$ cat src/hw/apn_pkg.sv
// Package with register map, field layout and shared types of the partner status block
package apn_pkg;

   // Register indices; byte address is four times the index
   localparam logic [7:0] IDX_PARTNER_ABILITY   = 8'h05;
   localparam logic [7:0] IDX_AUTONEG_EXPANSION = 8'h06;
   localparam logic [7:0] IDX_IRQ_STATUS        = 8'h08;
   localparam logic [7:0] IDX_IRQ_CLEAR         = 8'h09;
   localparam logic [7:0] IDX_IRQ_ENABLE        = 8'h0A;

   // Expansion register bit positions
   localparam int EXP_PARTNER_AUTONEG_POS = 0;
   localparam int EXP_PAGE_RECEIVED_POS   = 1;
   localparam int EXP_LOCAL_NP_POS        = 2;
   localparam int EXP_PARTNER_NP_POS      = 3;
   localparam int EXP_PD_FAULT_POS        = 4;

   // Interrupt status bit positions
   localparam int IRQ_PAGE_POS      = 0;
   localparam int IRQ_FAULT_POS     = 1;
   localparam int IRQ_AUTONEG_POS   = 2;
   localparam int IRQ_W             = 3;

   // Reset values
   localparam logic [15:0]    ABILITY_RESET   = 16'h0000;
   localparam logic [15:0]    EXPANSION_RESET = 16'h0000;
   localparam logic [IRQ_W-1:0] IRQ_RESET     = 3'h0;
   localparam logic           LOCAL_LOCAL_NEXT_PAGE_CAPABLE   = 1'b0;

   // Ability word as received in a link code word
   typedef struct packed {
      logic       partner_next_page;
      logic       partner_ack;
      logic       partner_remote_fault;
      logic [1:0] reserved;
      logic       partner_pause_capable;
      logic       partner_hundred_four_pair;
      logic       partner_hundred_full;
      logic       partner_hundred_half;
      logic       partner_ten_full;
      logic       partner_ten_half;
      logic [4:0] selector;
   } apn_ability_type;

   // Received page handed over by the arbitration engine
   typedef struct packed {
      logic            valid;
      apn_ability_type word;
   } apn_page_type;

   // Bus cycle state
   typedef enum logic [1:0] {
      BUS_IDLE = 2'b01,
      BUS_ACK  = 2'b10
   } apn_bus_state_type;

endpackage

$ cat src/hw/apn_page_capture.sv
// Capture of the link partner ability word from received pages
`timescale 1ns/100ps
`default_nettype none
module apn_page_capture (
   input  wire logic                     clk,
   input  wire logic                     rst_n,
   input  wire apn_pkg::apn_page_type    page_in,
   input  wire logic                     restart,
   output var  apn_pkg::apn_ability_type ability_reg,
   output logic                          page_pulse_reg
);

   // Captured word; reserved bits are forced low so they always read zero
   always_ff @(posedge clk or negedge rst_n) begin
      if (!rst_n) begin
         ability_reg <= apn_pkg::ABILITY_RESET;
      end else if (restart) begin
         ability_reg <= apn_pkg::ABILITY_RESET;
      end else if (page_in.valid) begin
         ability_reg          <= page_in.word;
         ability_reg.reserved <= 2'h0;
      end
   end

   // One pulse per received page, used for the page flag and the interrupt
   always_ff @(posedge clk or negedge rst_n) begin
      if (!rst_n) begin
         page_pulse_reg <= 1'b0;
      end else begin
         page_pulse_reg <= page_in.valid & ~restart;
      end
   end

endmodule // apn_page_capture
`default_nettype wire

$ cat src/hw/apn_status_regs.sv
// Partner ability and expansion status registers with a Wishbone slave and interrupt
//
// Overview of operation
// The ability word received from the partner is captured and readable but not writable.
// Ability bit 15 shows whether the partner offers a next page and resets to 0.
// Ability bit 14 is the acknowledge from received bursts and ignores software writes.
// Ability bit 13 shows the partner's remote fault indication.
// Reserved bits 12-11 of the ability word and 15-5 of the expansion word read zero.
// Ability bit 10 shows whether the partner advertised pause capability.
// Ability bits 9 to 5 show T4, 100 full, 100 half, 10 full and 10 half.
// Ability bits 4-0 hold the partner's selector field and reset to zero.
// Expansion bit 4 latches a parallel detection fault until read and resets to 0.
// Expansion bit 3 shows whether the partner is next page able.
// Expansion bit 2 is always 0 as local next page exchange is not supported.
// Expansion bit 1 is set when a new page arrives from the partner.
// Reading the expansion register clears the new page flag.
// Expansion bit 0 shows whether the partner supports auto-negotiation.
// Reading the expansion register clears the fault flag unless the fault persists.
`timescale 1ns/100ps
`default_nettype none
module apn_status_regs #(
   parameter int DATA_W = 32,
   parameter int ADDR_W = 8
) (
   input  wire logic                  clk,
   input  wire logic                  rst_n,
   // Wishbone classic slave
   input  wire logic                  wb_cyc_i,
   input  wire logic                  wb_stb_i,
   input  wire logic                  wb_we_i,
   input  wire logic [ADDR_W-1:0]     wb_adr_i,
   input  wire logic [DATA_W/8-1:0]   wb_sel_i,
   input  wire logic [DATA_W-1:0]     wb_dat_i,
   output logic      [DATA_W-1:0]     wb_dat_o,
   output logic                       wb_ack_o,
   // From the auto-negotiation engine
   input  wire apn_pkg::apn_page_type rx_page,
   input  wire logic                  autoneg_restart,
   input  wire logic                  pd_fault_detect,
   input  wire logic                  partner_autoneg_detect,
   // Interrupt
   output logic                       irq
);

   // Refused at elaboration: the read path and lane decode assume one 32-bit word
   if (DATA_W != 32) begin : g_bad_data_w
      $error("apn_status_regs: DATA_W must be 32");
   end
   if (ADDR_W < 6 || ADDR_W > 32) begin : g_bad_addr_w
      $error("apn_status_regs: ADDR_W must be 6 to 32");
   end

   apn_pkg::apn_bus_state_type bus_state_reg;
   apn_pkg::apn_ability_type   ability;
   logic                       page_pulse;
   logic                       pd_fault_reg;
   logic                       page_received_reg;
   logic                       partner_autoneg_reg;
   logic [apn_pkg::IRQ_W-1:0]  irq_status_reg;
   logic [apn_pkg::IRQ_W-1:0]  irq_enable_reg;
   logic                       req;
   logic                       rd_fire;
   logic                       wr_fire;
   logic [7:0]                 idx;
   logic                       idx_valid;
   logic [15:0]                expansion;
   logic [DATA_W-1:0]          rd_data;
   logic [apn_pkg::IRQ_W-1:0]  irq_events;
   logic [apn_pkg::IRQ_W-1:0]  irq_clear;
   logic                       fault_rise;
   logic                       pd_fault_prev_reg;
   logic                       autoneg_rise;

   // Word index from a byte address; low two bits must be zero for a hit
   function automatic logic [7:0] word_index(input logic [ADDR_W-1:0] a);
      word_index = 8'(a >> 2);
   endfunction

   function automatic logic aligned_in_range(input logic [ADDR_W-1:0] a);
      aligned_in_range = (a[1:0] == 2'h0) && ((a >> 2) < (1 << 8));
   endfunction

   // Byte lane write of a narrow field, used for the interrupt clear register
   function automatic logic [apn_pkg::IRQ_W-1:0] lane0(
      input logic [DATA_W/8-1:0] sel,
      input logic [DATA_W-1:0]   data
   );
      lane0 = sel[0] ? data[apn_pkg::IRQ_W-1:0] : {apn_pkg::IRQ_W{1'b0}};
   endfunction

   assign req       = wb_cyc_i & wb_stb_i & (bus_state_reg == apn_pkg::BUS_IDLE);
   assign rd_fire   = req & ~wb_we_i;
   assign wr_fire   = req & wb_we_i;
   assign idx       = word_index(wb_adr_i);
   assign idx_valid = aligned_in_range(wb_adr_i);

   apn_page_capture u_capture (
      .clk            (clk),
      .rst_n          (rst_n),
      .page_in        (rx_page),
      .restart        (autoneg_restart),
      .ability_reg    (ability),
      .page_pulse_reg (page_pulse)
   );

   // Bus cycle: answer one cycle after the request, drop ack the cycle after
   always_ff @(posedge clk or negedge rst_n) begin
      if (!rst_n) begin
         bus_state_reg <= apn_pkg::BUS_IDLE;
      end else begin
         case (bus_state_reg)
            apn_pkg::BUS_IDLE: begin
               if (req) begin
                  bus_state_reg <= apn_pkg::BUS_ACK;
               end
            end
            apn_pkg::BUS_ACK: begin
               bus_state_reg <= apn_pkg::BUS_IDLE;
            end
            default: begin
               bus_state_reg <= apn_pkg::BUS_IDLE;
            end
         endcase
      end
   end

   always_ff @(posedge clk or negedge rst_n) begin
      if (!rst_n) begin
         wb_ack_o <= 1'b0;
      end else begin
         wb_ack_o <= req;
      end
   end

   // Expansion word assembled from live and latched state
   always_comb begin
      expansion                                   = apn_pkg::EXPANSION_RESET;
      expansion[apn_pkg::EXP_PARTNER_AUTONEG_POS] = partner_autoneg_reg;
      expansion[apn_pkg::EXP_PAGE_RECEIVED_POS]   = page_received_reg;
      expansion[apn_pkg::EXP_LOCAL_NP_POS]        = apn_pkg::LOCAL_LOCAL_NEXT_PAGE_CAPABLE;
      expansion[apn_pkg::EXP_PARTNER_NP_POS]      = ability.partner_next_page;
      expansion[apn_pkg::EXP_PD_FAULT_POS]        = pd_fault_reg;
   end

   // Read multiplexer; unmapped addresses answer with zero
   always_comb begin
      rd_data = '0;
      if (idx_valid) begin
         case (idx)
            apn_pkg::IDX_PARTNER_ABILITY: begin
               rd_data[15:0] = ability;
            end
            apn_pkg::IDX_AUTONEG_EXPANSION: begin
               rd_data[15:0] = expansion;
            end
            apn_pkg::IDX_IRQ_STATUS: begin
               rd_data[apn_pkg::IRQ_W-1:0] = irq_status_reg;
            end
            apn_pkg::IDX_IRQ_ENABLE: begin
               rd_data[apn_pkg::IRQ_W-1:0] = irq_enable_reg;
            end
            default: begin
               rd_data = '0;
            end
         endcase
      end
   end

   // Data is sampled together with ack, before any read side effect lands
   always_ff @(posedge clk or negedge rst_n) begin
      if (!rst_n) begin
         wb_dat_o <= '0;
      end else if (rd_fire) begin
         wb_dat_o <= rd_data;
      end else if (req) begin
         wb_dat_o <= '0;
      end
   end

   logic exp_read;
   assign exp_read = rd_fire & idx_valid & (idx == apn_pkg::IDX_AUTONEG_EXPANSION);

   // New page flag; a page in the read cycle wins so it is not lost
   always_ff @(posedge clk or negedge rst_n) begin
      if (!rst_n) begin
         page_received_reg <= 1'b0;
      end else if (page_pulse) begin
         page_received_reg <= 1'b1;
      end else if (exp_read || autoneg_restart) begin
         page_received_reg <= 1'b0;
      end
   end

   // Latched fault; a read only clears it once the condition has gone
   always_ff @(posedge clk or negedge rst_n) begin
      if (!rst_n) begin
         pd_fault_reg <= 1'b0;
      end else if (pd_fault_detect) begin
         pd_fault_reg <= 1'b1;
      end else if (exp_read) begin
         pd_fault_reg <= 1'b0;
      end
   end

   always_ff @(posedge clk or negedge rst_n) begin
      if (!rst_n) begin
         partner_autoneg_reg <= 1'b0;
      end else if (autoneg_restart) begin
         partner_autoneg_reg <= 1'b0;
      end else begin
         partner_autoneg_reg <= partner_autoneg_detect;
      end
   end

   always_ff @(posedge clk or negedge rst_n) begin
      if (!rst_n) begin
         pd_fault_prev_reg <= 1'b0;
      end else begin
         pd_fault_prev_reg <= pd_fault_detect;
      end
   end

   // Events: new page, fault onset, partner found to auto-negotiate
   assign fault_rise   = pd_fault_detect & ~pd_fault_prev_reg;
   assign autoneg_rise = partner_autoneg_detect & ~partner_autoneg_reg & ~autoneg_restart;

   always_comb begin
      irq_events                        = '0;
      irq_events[apn_pkg::IRQ_PAGE_POS]    = page_pulse;
      irq_events[apn_pkg::IRQ_FAULT_POS]   = fault_rise;
      irq_events[apn_pkg::IRQ_AUTONEG_POS] = autoneg_rise;
   end

   assign irq_clear = (wr_fire && idx_valid && idx == apn_pkg::IDX_IRQ_CLEAR) ?
                      lane0(wb_sel_i, wb_dat_i) : '0;

   // Sticky status; a new event beats a clear in the same cycle
   always_ff @(posedge clk or negedge rst_n) begin
      if (!rst_n) begin
         irq_status_reg <= apn_pkg::IRQ_RESET;
      end else begin
         irq_status_reg <= (irq_status_reg & ~irq_clear) | irq_events;
      end
   end

   // Writes to the two status registers are acknowledged and dropped
   always_ff @(posedge clk or negedge rst_n) begin
      if (!rst_n) begin
         irq_enable_reg <= apn_pkg::IRQ_RESET;
      end else if (wr_fire && idx_valid && idx == apn_pkg::IDX_IRQ_ENABLE && wb_sel_i[0]) begin
         irq_enable_reg <= wb_dat_i[apn_pkg::IRQ_W-1:0];
      end
   end

   // Registered level output taken from the next status value, so irq rises in the same cycle as the status bit
   always_ff @(posedge clk or negedge rst_n) begin
      if (!rst_n) begin
         irq <= 1'b0;
      end else begin
         irq <= |(((irq_status_reg & ~irq_clear) | irq_events) & irq_enable_reg);
      end
   end

endmodule // apn_status_regs
`default_nettype wire

$ cat config.mk
export PLATFORM = sky130hd
export DESIGN_NAME = apn_status_regs
export DESIGN_NICKNAME = d
export VERILOG_FILES = /design/src/hw/apn_pkg.sv /design/src/hw/apn_page_capture.sv /design/src/hw/apn_status_regs.sv
export SDC_FILE = /design/constraint.sdc
export NUM_CORES = 1
export LEC_CHECK = 0
export BUFFER_PORTS_ARGS = -buffer_cell sky130_fd_sc_hd__buf_4
export CAP_MARGIN = 20
export CELL_PAD_IN_SITES_DETAIL_PLACEMENT = 1
export CELL_PAD_IN_SITES_GLOBAL_PLACEMENT = 2
export CORE_ASPECT_RATIO = 1.25
export CORE_MARGIN = 3
export CORE_UTILIZATION = 26
export CTS_CLUSTER_SIZE = 24
export DETAILED_ROUTE_END_ITERATION = 10
export PLACE_DENSITY_LB_ADDON = 0.1
export SKIP_CTS_REPAIR_TIMING = 1
export SLEW_MARGIN = 30
export SYNTH_ARGS = -nofsm -noshare
export SYNTH_HDL_FRONTEND = slang
export SYNTH_SLANG_ARGS = --single-unit
$ cat constraint.sdc
create_clock -name clk -period 2.2 [get_ports clk]
set_clock_uncertainty 0.05 [all_clocks]
set_input_delay 0 -clock clk [delete_from_list [all_inputs] [get_ports clk]]
set_output_delay 0 -clock clk [all_outputs]
set_load 0.01 [all_outputs]
==> run_results.csv <==
group,metric,value,unit
hold_path,min_from,"rx_page[16]",
logic_synthesis,netlist.area_leader.share,54.7,%
sta,timing.hold.ws,54.0,ps
global_routing,first_global_vias,1544,
sta,relSlewSlack,62.3,%
logic_synthesis,muxShareOfSynthArea,9.04,%
logic_synthesis,synth_enable_flop_cells,0,
global_routing,grtUsageMet3,3.55,%
global_routing,antenna_found_initial,0,
power,leakagePower,0.00143,uW
sta,worstMarginPinSlew,565,ps
floorplanning,die_area,8470,um^2
setup_path,regToRegSetupSlack,180,ps
place,place_area,2320,um^2
sta,fin_crit_sh,91.6,%
setup_path,crit_type,"flop to flop",
detailed_routing,drt_iter0_drc,42,
floorplanning,die_h,102,um
logic_synthesis,synth-compound-area-share,12.6,%
detailed_routing,routed_wirelength,5.24,mm
power,p_per_area,569,nW/um^2
global_routing,grt_remaining_overflow,0,
logic_synthesis,synth_top_family_by_area,"compound AO/OA/AOI/OAI gates",
setup_path,r2r_end,"wb_dat_o[4]",
floorplanning,pin_count,103,
global_routing,grt_pass1_wl,8.02,mm
logic_synthesis,syn_inst,163,
layout,final_cell_mix,"buf_4 (52), dfrtp_1 (42), dlygate4sd3_1 (35)",
hold_path,worstHoldPathType,"primary input to flop",
logic_synthesis,synthArstFlopShare,100,%
sta,period_needed,2020,ps
setup_path,reg2reg_from,"bus_state_reg[0]",
clocking,clock_latency,290,ps
detailed_routing,drt-pass1-iter-count,4,
global_routing,grt_usage,11.9,%
setup_path,crit_fanout,20,
detailed_routing,drcViolationCount,0,
setup_path,cp-end-kind,"flop",
logic_synthesis,synth-simple-area-share,12.0,%
logic_synthesis,avgSynthCellArea,11.8,um^2
layout,drive_gt1_share,27.6,%
detailed_routing,vias_per_cell,4.47,
sta,setup_viol,0,
clocking,root_buffer,"clkbuf_8",
clocking,numCtsBuffers,5,
clocking,clk_pin_slew_worst_paths,80,ps
place,gp_congestion,0.732,
setup_path,cp.arrival,2200,ps
hold_path,holdPathEnd,"u_capture.page_pulse_reg",
logic_synthesis,yosysUniqueCellTypes,34,
power,vdd_drop_max,0.000290,V
sta,fmax,0.496,GHz
layout,utilization,39.3,%
logic_synthesis,synth_xor_area_share,0,%
setup_path,cp-start-kind,"flop",
sta,rsz0062_at_grt,"no",
layout,area_delta_synth_final,44.3,%
setup_path,cp.required,2380,ps
logic_synthesis,synth_area,1920,um^2
global_routing,grt_max_degree,44,
detailed_routing,wl_per_cell,15.4,um
logic_synthesis,seq_area_frac_synth,56.0,%
logic_synthesis,ys_top_cells_by_area,"dfrtp_1 (55%), buf_4 (7.4%), mux2i_1 (7.3%)",
sta,fin_setup_tns,0,ps
layout,stdcell_area,2780,um^2
detailed_routing,antenna_left,0,
clocking,clockBufferDepth,2,
layout,nNetsFinal,318,
global_routing,grt_use_met1,13.1,%
global_routing,grt.busiest_layer,"met2",
floorplanning,die_x,82.9,um
layout,fin_cells,340,
hold_path,whs_path_depth,2,
clocking,cts.sinks,43,
place,numPortBuffers,50,
setup_path,rr_worst_depth,7,
floorplanning,rows,34,
logic_synthesis,ys.flop_type,"dfrtp_1",
job,drv_cap,0,
layout,antennaDiodeCount,0,
floorplanning,core,7060,um^2
place,place_inst,297,
place,place_hpwl,3.64,mm
detailed_routing,vias,1521,
global_routing,use_met2,22.2,%
clocking,cts_tree,"done",
sta,hold_viol,0,
layout,n_fill_cell,814,
logic_synthesis,synth-seq-cells,43,
logic_synthesis,yosysTopAreaCell,"dfrtp_1",
clocking,h-tree-depth,2,
logic_synthesis,synthAdderAreaFrac,0,%
sta,drv_slew,0,
layout,final_common_cell,"buf_4",
status,status,"complete, no violations",
logic_synthesis,ys_warn_count,0,
floorplanning,initial_core_util,27.2,%
## synthesized netlist by cell type (2+ instances only)
master	n
buf_4	19
o21ai_0	2
nand3_1	5
a22o_1	11
inv_1	8
nor2b_1	3
a21o_1	5
a222oi_1	2
dfrtp_1	42
and2_1	2
mux2_2	3
clkbuf_1	6
a22oi_1	2
nor2_1	15
mux2i_1	14
nand2_1	5
a31oi_1	2
## worst max path at each step
| stage | start | endpoint | slack, ps | depth (start not counted) |
|---|---|---|---|---|
| finish | bus_state_reg[0] | wb_dat_o[4] | 180 | 7 |
| global route | bus_state_reg[0] | wb_dat_o[4] | 30 | 7 |
| CTS | bus_state_reg[0] | irq | 160 | 6 |
| detailed placement | bus_state_reg[0] | irq | 180 | 6 |
| global placement | bus_state_reg[0] | wb_dat_o[3] | 170 | 7 |
| floorplan | bus_state_reg[0] | irq | 310 | 6 |
## per-layer routing
metal | vias up | routed length, um
met2 | 40 | 2880
li1 | 709 | -
met1 | 766 | 2080
met3 | 6 | 217
met5 | - | 0
met4 | 0 | 59
## per-stage QoR
| stage | total power, uW | setup WS, ps |
|---|---|---|
| global placement | 988 | 165 |
| detailed placement | 995 | 183 |
| finish | 1580 | 184 |
| global route | 1660 | 31.3 |
| floorplan | 929 | 313 |
| CTS | 1560 | 160 |
## cells by family after synthesis
family | Yosys count
compound gates | 30
buf+inv | 33
flops | 43
mux | 17
other cells | 1
simple gates | 39
## power by group
| part | total, uW | switching [uW] | internal, uW |
|---|---|---|---|
| Combinational | 204 | 94.6 | 110 |
| Clock | 549 | 262 | 287 |
| Sequential | 826 | 12.6 | 813 |
| Total | 1580 | 369 | 1210 |
## worst max-delay path, stage by stage (launching register included)
cell	delay (ps)
dfstp_2	520
nand4b_1	80
buf_4	230
nor4_1	200
buf_4	180
and2_1	430
a222oi_1	170
inv_1	80
## layout make-up
type / instances / area (um^2) / area share [%]
Tap cell: 90 / 113 / 4.06
Clock buffer: 8 / 100 / 3.61
Timing Repair Buffer: 87 / 741 / 26.7
Sequential cell: 43 / 1080 / 38.8
Multi-Input combinational cell: 104 / 714 / 25.7
Inverter: 8 / 30.0 / 1.08
Note: power is estimated with default switching activity, not from simulation.
